--- src/include/flash_erase_pkg.sv ---
package flash_erase_pkg;
  // Register map (byte addresses)
  localparam logic [11:0] CTRL_OFS = 12'h000;
  localparam logic [11:0] BLKADDR_OFS = 12'h004;
  localparam logic [11:0] STATUS_OFS = 12'h008;
  // Control fields
  localparam int CTRL_BLOCK_ERASE_BIT = 0;
  localparam int CTRL_CHIP_ERASE_BIT = 1;
  localparam int CTRL_STATUS_BIT = 2;
  localparam int CTRL_CLEAR_BIT = 3;
  localparam int CTRL_ARRAY_BIT = 4;
  localparam int CTRL_KEEP_BIT = 8;
  localparam logic CTRL_KEEP_RESET = 1'b0;
  // Status register fields
  localparam int STAT_BUSY_BIT = 0;
  localparam int STAT_BYTE_LSB = 8;
  localparam int STAT_SEQ_ERR_BIT = 16;
  localparam int STAT_ERASE_ERR_BIT = 17;
  localparam int STAT_SUPPLY_BIT = 18;
  localparam int STAT_PROTECT_BIT = 19;
  localparam int STAT_READY_BIT = 20;
  // Device status byte fields
  localparam int READY_FLAG = 7;
  localparam int ERASE_FAIL_FLAG = 5;
  localparam int WRITE_FAIL_FLAG = 4;
  localparam int SUPPLY_LOW_FLAG = 3;
  localparam int PROTECT_FLAG = 1;
  localparam logic [7:0] STATUS_RESET = 8'h80;
  // Device command codes
  localparam logic [7:0] CMD_READ_ARRAY = 8'hFF;
  localparam logic [7:0] CMD_READ_STATUS = 8'h70;
  localparam logic [7:0] CMD_CLEAR_STATUS = 8'h50;
  localparam logic [7:0] CMD_BLOCK_SETUP = 8'h20;
  localparam logic [7:0] CMD_CHIP_SETUP = 8'h30;
  localparam logic [7:0] CMD_CONFIRM = 8'hD0;
  // Widths
  localparam int FA_W = 20;
  localparam int DQ_W = 16;
  // Timing
  localparam int CLK_NS = 20;
  localparam int T_WP_NS = 50;
  localparam int T_ACC_NS = 90;
  localparam logic [2:0] WP_CYC = 3'((T_WP_NS + CLK_NS - 1) / CLK_NS);
  localparam logic [2:0] ACC_CYC = 3'((T_ACC_NS + CLK_NS - 1) / CLK_NS);
endpackage

--- src/include/flash_req_if.sv ---
`timescale 1ns/100ps
interface flash_req_if;
  import flash_erase_pkg::*;
  logic req;
  logic wr;
  logic [FA_W-1:0] addr;
  logic [DQ_W-1:0] wdata;
  logic done;
  logic [DQ_W-1:0] rdata;
  modport host (output req, output wr, output addr, output wdata, input done, input rdata);
  modport cycle (input req, input wr, input addr, input wdata, output done, output rdata);
endinterface

--- src/flash_bus_cycle.sv ---
`timescale 1ns/100ps
module flash_bus_cycle (
  // Clock and reset
  input wire logic i_mclk,
  input wire logic i_rst,
  // Request side
  flash_req_if.cycle rq,
  // Flash pins
  output logic [flash_erase_pkg::FA_W-1:0] o_fa,
  output logic [flash_erase_pkg::DQ_W-1:0] o_dq_out,
  output logic o_dq_oe,
  input wire logic [flash_erase_pkg::DQ_W-1:0] i_dq,
  output logic o_ce_n,
  output logic o_oe_n,
  output logic o_we_n
);
  import flash_erase_pkg::*;

  typedef enum logic [2:0] {
    C_IDLE = 3'b001,
    C_ACT = 3'b010,
    C_REC = 3'b100
  } cyc_state_t;

  cyc_state_t state_ff;
  logic [2:0] cnt_ff;
  logic wr_ff;
  logic done_ff;
  logic [DQ_W-1:0] rdata_ff;

  assign rq.done = done_ff;
  assign rq.rdata = rdata_ff;

  ////////////////////////////////////////////////////////////////////////
  always_ff @(posedge i_mclk or posedge i_rst) begin
    if (i_rst) begin
      state_ff <= C_IDLE;
      cnt_ff <= 3'h0;
      wr_ff <= 1'b0;
      done_ff <= 1'b0;
      rdata_ff <= 16'h0000;
      o_fa <= 20'h00000;
      o_dq_out <= 16'h0000;
      o_dq_oe <= 1'b0;
      o_ce_n <= 1'b1;
      o_oe_n <= 1'b1;
      o_we_n <= 1'b1;
    end else begin
      done_ff <= 1'b0;
      unique case (state_ff)
        C_IDLE: begin
          // Done guard keeps a stale request from starting a second cycle
          if (rq.req && !done_ff) begin
            wr_ff <= rq.wr;
            o_fa <= rq.addr;
            o_dq_out <= rq.wdata;
            o_dq_oe <= rq.wr;
            o_ce_n <= 1'b0;
            o_we_n <= !rq.wr;
            o_oe_n <= rq.wr;
            cnt_ff <= (rq.wr ? WP_CYC : ACC_CYC) - 3'h1;
            state_ff <= C_ACT;
          end
        end
        C_ACT: begin
          if (cnt_ff == 3'h0) begin
            o_we_n <= 1'b1;
            o_oe_n <= 1'b1;
            if (!wr_ff) begin
              rdata_ff <= i_dq;
            end
            state_ff <= C_REC;
          end else begin
            cnt_ff <= cnt_ff - 3'h1;
          end
        end
        C_REC: begin
          // Data held one cycle past the write strobe for hold time
          o_ce_n <= 1'b1;
          o_dq_oe <= 1'b0;
          done_ff <= 1'b1;
          state_ff <= C_IDLE;
        end
      endcase
    end
  end

  write_pulse_a: assert property (@(posedge i_mclk) disable iff (i_rst)
    $fell(o_we_n) |-> (!o_we_n && o_dq_oe && !o_ce_n) [*3] ##1 o_we_n)
    else $error("write strobe width wrong");
  read_drive_a: assert property (@(posedge i_mclk) disable iff (i_rst)
    !o_oe_n |-> !o_dq_oe)
    else $error("data driven during read");
endmodule

--- src/flash_erase_host.sv ---
`timescale 1ns/100ps
// Overview of operation
// Device accumulates error flags; host may check after each or a series.
// After the last erase the host writes FFH to return to array reads.
// Host writes 70H, then reads status and samples the ready flag.
// Chip erase is a 30H setup write followed by a D0H confirm write.
// Erase-fail and write-fail both set means a command sequence error.
// A failed erase sets only the erase-fail flag.
// Chip erase with every block locked aborts and sets the protect flag.
// Error flags stay set until the clear status command.
// On any error the host clears status before retrying an erase.
// Low program supply aborts the operation and sets the supply-low flag.
// Block erase is 20H at any address, then D0H inside the block.
// During an erase every read returns status until read array.
module flash_erase_host (
  // Clock and reset
  input wire logic i_mclk,
  input wire logic i_rst,
  // APB slave
  input wire logic i_psel,
  input wire logic i_penable,
  input wire logic i_pwrite,
  input wire logic [11:0] i_paddr,
  input wire logic [31:0] i_pwdata,
  output logic [31:0] o_prdata,
  output logic o_pready,
  output logic o_pslverr,
  // Flash pins
  output logic [flash_erase_pkg::FA_W-1:0] o_fa,
  output logic [flash_erase_pkg::DQ_W-1:0] o_dq_out,
  output logic o_dq_oe,
  input wire logic [flash_erase_pkg::DQ_W-1:0] i_dq,
  output logic o_ce_n,
  output logic o_oe_n,
  output logic o_we_n
);
  import flash_erase_pkg::*;

  typedef enum logic [6:0] {
    S_IDLE = 7'b0000001,
    S_CMD70 = 7'b0000010,
    S_SETUP = 7'b0000100,
    S_CONFIRM = 7'b0001000,
    S_POLL = 7'b0010000,
    S_ARRAY = 7'b0100000,
    S_CLEAR = 7'b1000000
  } host_state_t;

  flash_req_if rq ();

  host_state_t state_ff;
  logic req_ff;
  logic wr_ff;
  logic [FA_W-1:0] addr_ff;
  logic [7:0] wdata_ff;
  logic chip_ff;
  logic erase_ff;
  logic keep_ff;
  logic [FA_W-1:0] blk_addr_ff;
  logic [7:0] stat_ff;
  logic wr_ctrl;
  logic err_lock;

  function automatic logic reg_hit(input logic [11:0] a);
    reg_hit = (a == CTRL_OFS) || (a == BLKADDR_OFS) || (a == STATUS_OFS);
  endfunction

  assign rq.req = req_ff;
  assign rq.wr = wr_ff;
  assign rq.addr = addr_ff;
  assign rq.wdata = {8'h00, wdata_ff};

  // Any latched error locks out new erases until a clear
  assign err_lock = stat_ff[ERASE_FAIL_FLAG] | stat_ff[WRITE_FAIL_FLAG]
    | stat_ff[SUPPLY_LOW_FLAG] | stat_ff[PROTECT_FLAG];
  assign wr_ctrl = i_psel && i_penable && o_pready && i_pwrite && (i_paddr == CTRL_OFS);

  ////////////////////////////////////////////////////////////////////////
  // APB slave: access with no wait states, answer prepared in setup
  always_ff @(posedge i_mclk or posedge i_rst) begin
    if (i_rst) begin
      o_pready <= 1'b0;
      o_pslverr <= 1'b0;
      o_prdata <= 32'h00000000;
    end else if (i_psel && !i_penable) begin
      o_pready <= 1'b1;
      o_pslverr <= !reg_hit(i_paddr);
      o_prdata <= 32'h00000000;
      if (!i_pwrite) begin
        unique case (i_paddr)
          CTRL_OFS: o_prdata[CTRL_KEEP_BIT] <= keep_ff;
          BLKADDR_OFS: o_prdata[FA_W-1:0] <= blk_addr_ff;
          STATUS_OFS: begin
            o_prdata[STAT_BUSY_BIT] <= (state_ff != S_IDLE);
            o_prdata[STAT_BYTE_LSB +: 8] <= stat_ff;
            o_prdata[STAT_SEQ_ERR_BIT] <= stat_ff[ERASE_FAIL_FLAG]
              & stat_ff[WRITE_FAIL_FLAG];
            o_prdata[STAT_ERASE_ERR_BIT] <= stat_ff[ERASE_FAIL_FLAG]
              & !stat_ff[WRITE_FAIL_FLAG];
            o_prdata[STAT_SUPPLY_BIT] <= stat_ff[SUPPLY_LOW_FLAG];
            o_prdata[STAT_PROTECT_BIT] <= stat_ff[PROTECT_FLAG];
            o_prdata[STAT_READY_BIT] <= stat_ff[READY_FLAG];
          end
          default: o_prdata <= 32'h00000000;
        endcase
      end
    end else begin
      o_pready <= 1'b0;
      o_pslverr <= 1'b0;
    end
  end

  always_ff @(posedge i_mclk or posedge i_rst) begin
    if (i_rst) begin
      keep_ff <= CTRL_KEEP_RESET;
      blk_addr_ff <= 20'h00000;
    end else if (i_psel && i_penable && o_pready && i_pwrite) begin
      if (i_paddr == CTRL_OFS) begin
        keep_ff <= i_pwdata[CTRL_KEEP_BIT];
      end
      if (i_paddr == BLKADDR_OFS) begin
        blk_addr_ff <= i_pwdata[FA_W-1:0];
      end
    end
  end

  ////////////////////////////////////////////////////////////////////////
  // Sequencer: each state except S_IDLE issues one bus cycle and advances on its done, S_POLL only once ready
  always_ff @(posedge i_mclk or posedge i_rst) begin
    if (i_rst) begin
      state_ff <= S_IDLE;
      req_ff <= 1'b0;
      wr_ff <= 1'b0;
      addr_ff <= 20'h00000;
      wdata_ff <= 8'h00;
      chip_ff <= 1'b0;
      erase_ff <= 1'b0;
      stat_ff <= STATUS_RESET;
    end else if (req_ff) begin
      if (rq.done) begin
        req_ff <= 1'b0;
        unique case (state_ff)
          S_SETUP: state_ff <= S_CONFIRM;
          // Device answers reads with status while erasing, no 70H needed
          S_CONFIRM: state_ff <= S_POLL;
          S_CMD70: state_ff <= S_POLL;
          S_POLL: begin
            // Flags are sticky in the device, so a copy is always complete
            stat_ff <= rq.rdata[7:0];
            if (rq.rdata[READY_FLAG]) begin
              state_ff <= (erase_ff && !keep_ff) ? S_ARRAY : S_IDLE;
            end
          end
          S_CLEAR: begin
            stat_ff <= STATUS_RESET;
            state_ff <= S_IDLE;
          end
          default: state_ff <= S_IDLE;
        endcase
      end
    end else begin
      unique case (state_ff)
        S_IDLE: begin
          erase_ff <= 1'b0;
          if (wr_ctrl) begin
            if (i_pwdata[CTRL_CLEAR_BIT]) begin
              state_ff <= S_CLEAR;
            end else if ((i_pwdata[CTRL_BLOCK_ERASE_BIT] || i_pwdata[CTRL_CHIP_ERASE_BIT])
                && !err_lock) begin
              chip_ff <= !i_pwdata[CTRL_BLOCK_ERASE_BIT];
              erase_ff <= 1'b1;
              state_ff <= S_SETUP;
            end else if (i_pwdata[CTRL_STATUS_BIT]) begin
              state_ff <= S_CMD70;
            end else if (i_pwdata[CTRL_ARRAY_BIT]) begin
              state_ff <= S_ARRAY;
            end
          end
        end
        S_CMD70: begin
          req_ff <= 1'b1;
          wr_ff <= 1'b1;
          wdata_ff <= CMD_READ_STATUS;
        end
        S_SETUP: begin
          req_ff <= 1'b1;
          wr_ff <= 1'b1;
          addr_ff <= 20'h00000;
          wdata_ff <= chip_ff ? CMD_CHIP_SETUP : CMD_BLOCK_SETUP;
        end
        S_CONFIRM: begin
          req_ff <= 1'b1;
          wr_ff <= 1'b1;
          addr_ff <= blk_addr_ff;
          wdata_ff <= CMD_CONFIRM;
        end
        S_POLL: begin
          req_ff <= 1'b1;
          wr_ff <= 1'b0;
        end
        S_ARRAY: begin
          req_ff <= 1'b1;
          wr_ff <= 1'b1;
          wdata_ff <= CMD_READ_ARRAY;
        end
        S_CLEAR: begin
          req_ff <= 1'b1;
          wr_ff <= 1'b1;
          wdata_ff <= CMD_CLEAR_STATUS;
        end
      endcase
    end
  end

  flash_bus_cycle u_cycle (
    .i_mclk(i_mclk),
    .i_rst(i_rst),
    .rq(rq),
    .o_fa(o_fa),
    .o_dq_out(o_dq_out),
    .o_dq_oe(o_dq_oe),
    .i_dq(i_dq),
    .o_ce_n(o_ce_n),
    .o_oe_n(o_oe_n),
    .o_we_n(o_we_n)
  );

  ////////////////////////////////////////////////////////////////////////
  confirm_addr_a: assert property (@(posedge i_mclk) disable iff (i_rst)
    (state_ff == S_CONFIRM && req_ff) |-> (addr_ff == blk_addr_ff && wdata_ff == CMD_CONFIRM))
    else $error("confirm not at block address");
  setup_order_a: assert property (@(posedge i_mclk) disable iff (i_rst)
    $rose(state_ff == S_CONFIRM) |-> $past(state_ff) == S_SETUP
      && $past(wdata_ff) == (chip_ff ? CMD_CHIP_SETUP : CMD_BLOCK_SETUP))
    else $error("confirm without setup");
  array_code_a: assert property (@(posedge i_mclk) disable iff (i_rst)
    (state_ff == S_POLL && req_ff && rq.done && rq.rdata[READY_FLAG] && erase_ff && !keep_ff)
      |=> ##1 (state_ff == S_ARRAY && req_ff && wr_ff && wdata_ff == CMD_READ_ARRAY))
    else $error("read array not issued after erase");
  status_poll_a: assert property (@(posedge i_mclk) disable iff (i_rst)
    (state_ff == S_CMD70 && req_ff && rq.done) |=> state_ff == S_POLL ##1 (req_ff && !wr_ff))
    else $error("status read not after 70H");
  retry_lock_a: assert property (@(posedge i_mclk) disable iff (i_rst)
    (state_ff == S_IDLE && err_lock && !req_ff) |=> state_ff != S_SETUP)
    else $error("erase started with errors latched");
endmodule
--- config.mk ---
export PLATFORM = sky130hd
export DESIGN_NAME = flash_erase_host
export DESIGN_NICKNAME = d
export VERILOG_FILES = /design/src/include/flash_erase_pkg.sv /design/src/include/flash_req_if.sv /design/src/flash_bus_cycle.sv /design/src/flash_erase_host.sv
export SDC_FILE = /design/constraint.sdc
export NUM_CORES = 1
export LEC_CHECK = 0
export ABC_AREA = 1
export BUFFER_PORTS_ARGS = -buffer_cell sky130_fd_sc_hd__buf_2
export CORE_MARGIN = 2
export CORE_UTILIZATION = 55
export CTS_CLUSTER_DIAMETER = 150
export DETAILED_ROUTE_END_ITERATION = 6
export HOLD_SLACK_MARGIN = 0.06
export PLACE_DENSITY = 0.91
export SLEW_MARGIN = 20
export SYNTH_ARGS = -nofsm -noshare
export SYNTH_HDL_FRONTEND = slang
export SYNTH_HIERARCHICAL = 1
export SYNTH_SLANG_ARGS = --single-unit
--- constraint.sdc ---
create_clock -name i_mclk -period 3.5 [get_ports i_mclk]
set_input_delay 0.35 -clock i_mclk [delete_from_list [all_inputs] [get_ports i_mclk]]
set_output_delay 0.35 -clock i_mclk [all_outputs]
set_load 0.05 [all_outputs]
==> metrics, run 1 <==
run status finished, violations left; failing checks DRC; DR vias/cell about 5.4; required time of the critical path 3.80 ns; fraction of the cycle the final worst path needs between 50% and 60%; Final GP Congestion slightly below 0.9; max-cap check violation count 0; CTS HTree Levels 4; Max Fanout on Critical Path 28; post-DP HPWL roughly 10000 µm; vertical extent of the die around 110 µm; clock-pin slew reported for the worst setup and hold paths after clock tree synthesis about 0.06 ns; power per unit of standard cell area between 700 and 800 nW/µm²; total placed cells including tap cells about 1000; syn avg cell area between 8 and 9 µm²; type of destination of the critical path flop; highest metal used met4; die outline width roughly 110 µm; die area around 13000 µm²; terminus of the critical flop-to-flop path state_ff[6]$_DFFE_PP0P_; post-route cell area between 7000 and 8000 µm²; sequential cell area 3611 µm²; post-cts sizing count 0; Hold Path Stages 2; number of slew-limit violations in the final report 0; Cell Count, Final, Fillers Out 1028; FILL cells just under 900; number of cell instances on the worst register-to-register path 8; actual slew at the worst max-slew pin 0.9165 ns; minimum period implied by the final worst setup slack around 2.1 ns; maximum resistive drop on vdd approximately 0.6 mV; area occupied by multi-input gates roughly 2400 µm²; number of buffers between clock root and the deepest sink 2; remaining global-route overflow 0; startpoint of the worst register-to-register path req_ff$_DFF_PP0_; cell at the root of the clock tree sky130_fd_sc_hd__clkbuf_16; CTS tree done; total length of routed met2 wires 7368 µm; latest clock arrival within the worst-skew pair around 0.42 ns; number of synthesis warnings 6; pin count of the biggest net entering global routing 56; Worst Hold Endpoint o_pready$_DFF_PP0_; Via Count 5586; DR iter-0 viols 640; fmax roughly 480 MHz; cts bufs inserted 17; Hold Violations, Final 0; overall track demand over capacity in global routing ~25%; pre-CTS worst setup slack about 1.5 ns; Total Negative Setup Slacks 0 ns; Net count, final ~940; WL per Instance 14.93 µm; crit start category flop; Final Worst Setup Slack between 1 and 1.5 ns; core area roughly 11000 µm²; share of final-layout standard cells stronger than drive strength 1 21.92%; origin of the worst min-delay path i_penable; number of global-route vias before repair around 5300; Max-slew headroom roughly two fifths; wire length of the first global-routing pass approximately 25000 µm; drt first pass iters 7; detailed-routing wirelength on met1 6188 µm; unrepaired setup endpoints after global routing false; Worst Skew between 0.007 and 0.008 ns; CTS Sinks about 140; leakage power total about 4.3 nW; placed cell areas 6994 µm²; antenna violations before repair 0; post-detailed-route DRC marker count 2; residual antenna-violating net count after detailed routing 0; Post-CTS Repair Setup Buffers 0; Starting Density approximately 56%; final setup violation count 0; number of input and output port buffers inserted 107; Cell Rows 39; WL final 15350 µm; Synth Instances 762; Layout Utilization roughly 66%; number of primary I/O pins around 140; layout-stage area growth over the synthesis result 17.00%; path type of the worst min-delay path input pin to flop; kind of critical path flop to flop; Reg2Reg Setup Slack 1.42 ns; Worst EP arrival about 2.4 ns; summed instance area of the synthesized netlist 6471 µm²; Antenna Diode Count 0; detailed-routed wire length on met3 approximately 1100 µm
[report_power, final]
part	switching [mW]	total [mW]	internal (mW)	leakage [nW]
registers	0.267	2.26	2.00	1.90
clock network	0.666	1.73	1.06	0.280
logic	1.39	1.86	0.471	2.08
total	2.33	5.85	3.53	4.26
[final cells by class]
cell class	instances	area share, %
clock inverters	11	1.520
multi-input cells	542	32.09
repair buffers	112	7.602
flip-flops and latches	144	47.69
clock buffers	21	5.949
inverters	55	2.776
well taps	143	2.363
[through the flow]
stage               hold slack, ns  power, mW
floorplan                   0.4215      3.714
global placement            0.3629      3.984
detailed placement          0.3635      4.074
CTS                         0.1031      5.848
global route                0.1151      6.176
finish                      0.1052      5.854
[routing by layer]
metal / GRT usage [%] / vias up
li1: - / 2618
met5: 0 / -
met2: 40.32 / 288
met3: 5.940 / 58
met4: 12.76 / 0
met1: 32.41 / 2622
[sequential cells by signal, indices dropped and copies added, names as in the netlist, 3 cells and up]
name	count
blk_addr_ff	20
u_cycle/cnt_ff	3
u_cycle/state_ff	3
o_prdata	21
wdata_ff	5
u_cycle/rq.rdata	8
addr_ff	20
stat_ff	8
state_ff	7
u_cycle/o_dq_out	16
u_cycle/o_fa	20
[worst max-delay path by stage]
stage | start | endpoint | slack, ns
after global placement | i_penable | o_prdata[7]$_DFFE_PP0P_ | 1.55
final | req_ff$_DFF_PP0_ | state_ff[6]$_DFFE_PP0P_ | 1.42
after floorplan | i_rst | addr_ff[0]$_DFFE_PP0P_ | 0.87
after global routing | req_ff$_DFF_PP0_ | state_ff[6]$_DFFE_PP0P_ | 1.27
after CTS | req_ff$_DFF_PP0_ | state_ff[6]$_DFFE_PP0P_ | 1.48
after detailed placement | i_penable | o_prdata[3]$_DFFE_PP0P_ | 1.49
[cell usage in the layout, fill, tap and decap left out, types with 3 or more instances in the layout]
| cell type | n |
|---|---|
| sky130_fd_sc_hd__nor2_4 | 10 |
| sky130_fd_sc_hd__nand2_1 | 289 |
| sky130_fd_sc_hd__clkbuf_1 | 3 |
| sky130_fd_sc_hd__dfstp_2 | 6 |
| sky130_fd_sc_hd__a21oi_1 | 6 |
| sky130_fd_sc_hd__conb_1 | 19 |
| sky130_fd_sc_hd__nor3_1 | 3 |
| sky130_fd_sc_hd__inv_1 | 45 |
| sky130_fd_sc_hd__o21ai_0 | 25 |
| sky130_fd_sc_hd__nor2_1 | 36 |
| sky130_fd_sc_hd__o21ai_1 | 19 |
| sky130_fd_sc_hd__nand2_2 | 16 |
| sky130_fd_sc_hd__nor2_2 | 7 |
| sky130_fd_sc_hd__buf_4 | 4 |
| sky130_fd_sc_hd__inv_2 | 7 |
| sky130_fd_sc_hd__dfrtp_1 | 138 |
| sky130_fd_sc_hd__nand3_1 | 100 |
| sky130_fd_sc_hd__clkinv_2 | 9 |
| sky130_fd_sc_hd__buf_2 | 107 |
| sky130_fd_sc_hd__clkbuf_16 | 17 |
[worst max-delay path, stage by stage, from the launching register on]
cell,delay [ns]
sky130_fd_sc_hd__dfrtp_1,0.52
sky130_fd_sc_hd__inv_2,0.45
sky130_fd_sc_hd__nor2_1,0.12
sky130_fd_sc_hd__nand3_1,0.11
sky130_fd_sc_hd__nand2_1,0.10
sky130_fd_sc_hd__nor2_4,0.22
sky130_fd_sc_hd__nand3_2,0.23
sky130_fd_sc_hd__nand2_1,0.15
sky130_fd_sc_hd__nand2_1,0.07
[repair_timing]
item	4_1_cts	5_1_grt
endpoints found under the setup margin	0	0
hold buffers	1	0
endpoints found under the hold margin	18	0
No activity file was read; power rests on OpenSTA's default activity.
==> inputs of run 2 (changes only) <==
- CORE_UTILIZATION: 55 -> 50
- PLACE_DENSITY: 0.91 -> 0.88
- clock period: 3.5 -> 1.9 ns (I/O delays scaled with it)
==> metrics, run 2 (synthesis results as in run 1) <==
Final GP Congestion 0.8855 (-1.1%); number of primary I/O pins 139 (unchanged); leading cell types in the layout, fill and taps excluded sky130_fd_sc_hd__nand2_1 (289), sky130_fd_sc_hd__dfrtp_1 (138), sky130_fd_sc_hd__buf_2 (107), sky130_fd_sc_hd__nand3_1 (100), sky130_fd_sc_hd__inv_1 (45); met3 capacity usage during global routing 6.492% (+0.55 points); CTS Sinks 144 (unchanged); Worst EP arrival 1.97 ns (-0.41 ns); cell at the root of the clock tree sky130_fd_sc_hd__clkbuf_16; FILL cells 1011 (+16%); commonest non-fill, non-tap cell in the layout sky130_fd_sc_hd__nand2_1; maximum resistive drop on vdd 0.6358 mV (+4.6%); failing checks DRC; Hold Violations, Final 0 (unchanged); Cell Rows 41 (+5.1%); actual slew at the worst max-slew pin 0.6287 ns (-0.2878 ns); latest clock arrival within the worst-skew pair 0.42 ns (about the same); Max-slew headroom 58.03% (+19 points); power per unit of standard cell area 1374 nW/µm² (+78%); leakage power total 4.427 nW (+3.9%); Net count, final 969 (+3.3%); wire length of the first global-routing pass 26020 µm (+3.0%); remaining global-route overflow 0 (unchanged); Layout Utilization 63.13% (-2.9 points); met2 usage in global routing 38.88% (-1.4 points); post-DP HPWL 10200 µm (+0.74%); clock-pin slew reported for the worst setup and hold paths after clock tree synthesis 0.06 ns (about the same); Largest Register o_prdata; overall track demand over capacity in global routing 23.53% (-1.7 points); die area 13870 µm² (+9.6%); WL per Instance 14.58 µm (-2.3%); final setup violation count 0 (unchanged); Total Negative Setup Slacks 0 ns (unchanged); CTS HTree Levels 4 (unchanged); antenna violations before repair 1 (+1); number of buffers between clock root and the deepest sink 2 (unchanged); max FFs per register 21 (unchanged); kind of critical path flop to flop; run status finished, violations left; number of slew-limit violations in the final report 0 (unchanged); layout-stage area growth over the synthesis result 23.11%; share of final-layout standard cells stronger than drive strength 1 21.86% (-0.063 points); grt peak-use layer met2; Max Fanout on Critical Path 7 (-75%); met1 GRT Util 30.18% (-2.2 points); number of global-route vias before repair 5245 (-0.83%); DR vias/cell 5.192 (-4.4%); fraction of the cycle the final worst path needs 87.84% (+28 points); pin count of the biggest net entering global routing 44 (-21%); max-cap check violation count 0 (unchanged); type of destination of the critical path flop; crit start category flop; unrepaired setup endpoints after global routing false; Worst Skew 0.006631 ns (-0.0008925 ns); die outline width 117.8 µm (+4.7%); Via Count 5644 (+1.0%); fmax 599.2 MHz (+25%); WL final 15850 µm (+3.3%); post-detailed-route DRC marker count 3 (+1); residual antenna-violating net count after detailed routing 0 (unchanged); number of input and output port buffers inserted 107 (unchanged); vertical extent of the die 117.8 µm (+4.7%); minimum period implied by the final worst setup slack 1.669 ns (-0.4107 ns); path type of the worst min-delay path input pin to flop; drt first pass iters 7 (unchanged); Antenna Diode Count 0 (unchanged); cts bufs inserted 17 (unchanged); CTS tree done; core area 12620 µm² (+10%); Starting Density 51.28% (-5.2 points); DR iter-0 viols 634 (-0.94%); Post-CTS Repair Setup Buffers 0 (unchanged); required time of the critical path 2.20 ns (-1.60 ns)
==> run 2: changes by cell type in the layout (fill, tap and decap cells not counted), sizes merged <==
| cell | previous run | this run |
|---|---|---|
| dlygate4sd3 | 1 | 26 |
| buf | 111 | 117 |
| clkinv | 11 | 6 |
| clkinvlp | 1 | 3 |
| inv | 52 | 54 |
| bufinv | 2 | 3 |
| clkbuf | 21 | 20 |
==> run 2: path summary, 6_finish.rpt <==
kind,slack [ns],cells after the start,startpoint,to
worst max-delay path,0.23,8,state_ff[6]$_DFFE_PP0P_,state_ff[1]$_DFFE_PP0P_
max in group asynchronous,0.88,4,i_rst,o_prdata[0]$_DFFE_PP0P_
worst max register to register,0.23,8,state_ff[6]$_DFFE_PP0P_,state_ff[1]$_DFFE_PP0P_
min in group asynchronous,0.35,3,i_rst,u_cycle/o_dq_out[14]$_DFFE_PP0P_
worst min-delay path,0.09,3,i_pwdata[1],blk_addr_ff[1]$_DFFE_PP0P_
worst min register to register,0.46,2,u_cycle/o_ce_n$_DFFE_PP1P_,u_cycle/o_ce_n$_DFFE_PP1P_
==> run 2: critical path: stages, from the launching register on <==
cell and delay (ns):
sky130_fd_sc_hd__dfrtp_1 0.44, sky130_fd_sc_hd__nor2_1 0.20, sky130_fd_sc_hd__nand2_2 0.14, sky130_fd_sc_hd__nor2_1 0.23, sky130_fd_sc_hd__inv_1 0.12, sky130_fd_sc_hd__nand2_1 0.09
sky130_fd_sc_hd__nand3_2 0.17, sky130_fd_sc_hd__nand2_1 0.12, sky130_fd_sc_hd__nand2_1 0.06
==> run 2: metrics by stage <==
| stage | hold slack, ns | cells | setup slack [ns] | total power, mW | instance area (µm²) |
|---|---|---|---|---|---|
| after CTS | 0.06861 | 1087 | 0.1831 | 10.94 | 7961 |
| final | 0.09486 | 1087 | 0.2310 | 10.95 | 7966 |
| after detailed placement | 0.2285 | 1030 | 0.09567 | 7.520 | 7116 |
| after global routing | 0.08097 | 1087 | 0.08002 | 11.53 | 7966 |
| after floorplan | 0.2615 | 780 | 0.3453 | 6.842 | 6543 |
| after global placement | 0.2263 | 1030 | 0.1646 | 7.403 | 7116 |
==> run 2: area by class of cell <==
type	instances	area [µm²]	area share (%)
Clock buffer	20	446.7	5.607
Timing Repair Buffer	143	908.4	11.40
Clock inverter	11	138.9	1.743
Multi-Input combinational cell	542	2435	30.56
Tap cell	172	215.2	2.701
Sequential cell	144	3611	45.33
Inverter	55	211.5	2.654
==> run 2: routing by layer <==
layer | vias to the layer above | wire length, µm
met5 | - | 0
met4 | 0 | 398
met3 | 39 | 1092
met2 | 292 | 7807
met1 | 2652 | 6551
li1 | 2661 | -
==> run 2: what timing repair did <==
item / in CTS / in global routing
hold buffers: 26 / 0
endpoints found under the hold margin: 68 / 0
gates resized for setup: 0 / 1
endpoints found under the setup margin: 0 / 1
==> run 2: power breakdown <==
group	switching, mW	internal [mW]
Clock	1.24	2.08
Sequential	0.475	3.68
Combinational	2.53	0.946
Total	4.24	6.71
==> inputs of run 3 (changes only) <==
- CORE_UTILIZATION: 50 -> 60
- MAX_ROUTING_LAYER: unset -> met4
- PLACE_DENSITY: 0.88 -> 0.95
- clock period: 1.9 -> 1.93 ns (I/O delays scaled with it)
==> metrics, run 3 (synthesis results as in run 1) <==
run status finished, violations left; failing checks DRC; kind of critical path flop to flop; DR iter-0 viols 819 (+29%); Largest Register o_prdata; post-cts sizing count 0 (unchanged); Max Fanout on Critical Path 27 (+20); leading cell types in the layout, fill and taps excluded sky130_fd_sc_hd__nand2_1 (289), sky130_fd_sc_hd__dfrtp_1 (138), sky130_fd_sc_hd__buf_2 (107), sky130_fd_sc_hd__nand3_1 (100), sky130_fd_sc_hd__inv_1 (45); overall track demand over capacity in global routing 34.06% (+11 points); CTS HTree Levels 4 (unchanged); cell internal power dissipation 6.318 mW (-5.8%); part of the total power dissipated in combinational logic 33.4% (+1.6 points); Via Count 6129 (+8.6%); Net count, final 982 (+1.3%); actual slew at the worst max-slew pin 0.6604 ns (+0.03167 ns); pin count of the biggest net entering global routing 48 (+9.1%); fraction of the cycle the final worst path needs 92.09% (+4.2 points); Hold Violations, Final 0 (unchanged); total placed cells including tap cells 998 (-3.1%); WL per Instance 17.41 µm (+19%); number of slew-limit violations in the final report 0 (unchanged); final setup violation count 0 (unchanged); fmax 562.7 MHz (-6.1%); Final GP Congestion 0.8876 (+0.24%); number of global-route vias before repair 5980 (+14%); power share of the sequential group 37.6% (-0.3 points); FILL cells 644 (-36%); Hold Path Stages 5 (+2); maximum resistive drop on vdd 0.9007 mV (+42%); crit start category flop; cell at the root of the clock tree sky130_fd_sc_hd__clkbuf_8; Net Sw Power 4.623 mW (+9.0%); Starting Density 62.13% (+11 points); Antenna Diode Count 0 (unchanged); CTS Sinks 144 (unchanged); post-detailed-route DRC marker count 2 (-1); number of input and output port buffers inserted 107 (unchanged); share of final-layout standard cells stronger than drive strength 1 22.50% (+0.64 points); terminus of the critical flop-to-flop path addr_ff[7]$_DFFE_PP0P_; Max-slew headroom 55.91% (-2.1 points); area occupied by multi-input gates 2430 µm² (-0.21%); type of destination of the critical path flop; clock-pin slew reported for the worst setup and hold paths after clock tree synthesis 0.07 ns (about the same); power per unit of standard cell area 1368 nW/µm² (-0.43%); path type of the worst min-delay path input pin to flop; CTS tree done; number of buffers between clock root and the deepest sink 2 (unchanged); Worst EP arrival 2.16 ns (+0.19 ns); max FFs per register 21 (unchanged); minimum period implied by the final worst setup slack 1.777 ns (+0.1083 ns); die area 11630 µm² (-16%); latest clock arrival within the worst-skew pair 0.54 ns (+0.12 ns); Worst Skew 0.01268 ns (+0.006052 ns); unrepaired setup endpoints after global routing false; Total Negative Setup Slacks 0 ns (unchanged); WL final 18540 µm (+17%); Cell Count, Final, Fillers Out 1065 (-2.0%); number of primary I/O pins 139 (unchanged); Cell Rows 37 (-9.8%); DR vias/cell 5.755 (+11%); Worst Hold Endpoint o_pslverr$_DFF_PP0_; max-cap check violation count 0 (unchanged); commonest non-fill, non-tap cell in the layout sky130_fd_sc_hd__nand2_1; vertical extent of the die 107.9 µm (-8.4%); drt first pass iters 7 (unchanged); leakage power total 4.453 nW (+0.59%); post-DP HPWL 10540 µm (+3.3%); origin of the worst min-delay path i_paddr[2]; cts bufs inserted 17 (unchanged); wire length of the first global-routing pass 29290 µm (+13%); die outline width 107.9 µm (-8.4%); switching share of power 42.25% (+3.5 points); Reg2Reg Setup Slack 0.15 ns (-0.08 ns); Clock power frac 29.1% (-1.2 points); core area 10420 µm² (-17%); startpoint of the worst register-to-register path state_ff[1]$_DFFE_PP0P_; sequential cell area 3611 µm² (unchanged); antenna violations before repair 0 (-1); layout-stage area growth over the synthesis result 23.55%; number of cell instances on the worst register-to-register path 6 (-2); required time of the critical path 2.32 ns (+0.12 ns); remaining global-route overflow 0 (unchanged); residual antenna-violating net count after detailed routing 0 (unchanged)
-- run 3: worst max path at each step --
stage | startpoint | end | slack, ns | cells past startpoint
6_report | state_ff[1]$_DFFE_PP0P_ | addr_ff[7]$_DFFE_PP0P_ | 0.15 | 6
5_1_grt | state_ff[1]$_DFFE_PP0P_ | addr_ff[7]$_DFFE_PP0P_ | 0.1 | 6
4_1_cts | state_ff[4]$_DFFE_PP0P_ | addr_ff[1]$_DFFE_PP0P_ | 0.22 | 6
3_5_place_dp | state_ff[6]$_DFFE_PP0P_ | addr_ff[4]$_DFFE_PP0P_ | 0.30 | 6
3_3_place_gp | state_ff[6]$_DFFE_PP0P_ | addr_ff[1]$_DFFE_PP0P_ | 0.37 | 6
2_1_floorplan | i_rst | u_cycle/cnt_ff[0]$_DFFE_PP0P_ | 0.37 | 1
-- run 3: stage by stage --
step | worst slack [ns] | hold WS, ns | instance area (µm²) | power, mW | utilization, %
after floorplan | 0.3723 | 0.2645 | 6543 | 6.735 | -
after global placement | 0.3718 | 0.1828 | 7088 | 7.271 | 68.05
after detailed placement | 0.2985 | 0.1819 | 7088 | 7.435 | 68.05
after CTS | 0.2221 | 0.06513 | 7980 | 10.72 | 76.61
after global routing | 0.09844 | 0.1436 | 7995 | 11.38 | 76.76
final | 0.1527 | 0.07776 | 7995 | 10.94 | 76.76
-- run 3: per-layer routing --
metal	vias to the layer above	routed length [µm]	global-route usage, %
met2	477	8912	55.12
met5	-	0	-
met3	106	1951	7.385
met4	0	1046	16.30
met1	2857	6631	40.85
li1	2689	-	-
-- run 3: timing repair --
item | CTS | global route
buffers inserted | 0 | 2
endpoints found under the setup margin | 0 | 1
hold buffers | 33 | 0
endpoints found under the hold margin | 147 | 0
-- run 3: power by group through the flow --
stage | registers (mW) | logic (mW) | clock network [mW]
2_1_floorplan | 4.66 | 2.08 | 0
3_3_place_gp | 4.08 | 3.19 | 0
3_5_place_dp | 4.11 | 3.32 | 0
4_1_cts | 4.08 | 3.50 | 3.14
5_1_grt | 4.16 | 3.94 | 3.29
6_report | 4.11 | 3.65 | 3.18
-- run 3: cell type report --
type,instances,share of cell area (%)
flip-flops and latches,144,45.16
well taps,136,2.128
multi-input cells,542,30.39
inverters,55,2.645
repair buffers,156,12.64
clock buffers,17,5.180
clock inverters,15,1.847
-- run 3: critical path, stage by stage (launching register included) --
cell                      delay [ns]
sky130_fd_sc_hd__dfrtp_1        0.43
sky130_fd_sc_hd__nor2_2         0.19
sky130_fd_sc_hd__nand3_1        0.19
sky130_fd_sc_hd__nor2_4         0.26
sky130_fd_sc_hd__nand2_4        0.23
sky130_fd_sc_hd__nand3_1        0.19
sky130_fd_sc_hd__o21ai_1        0.13
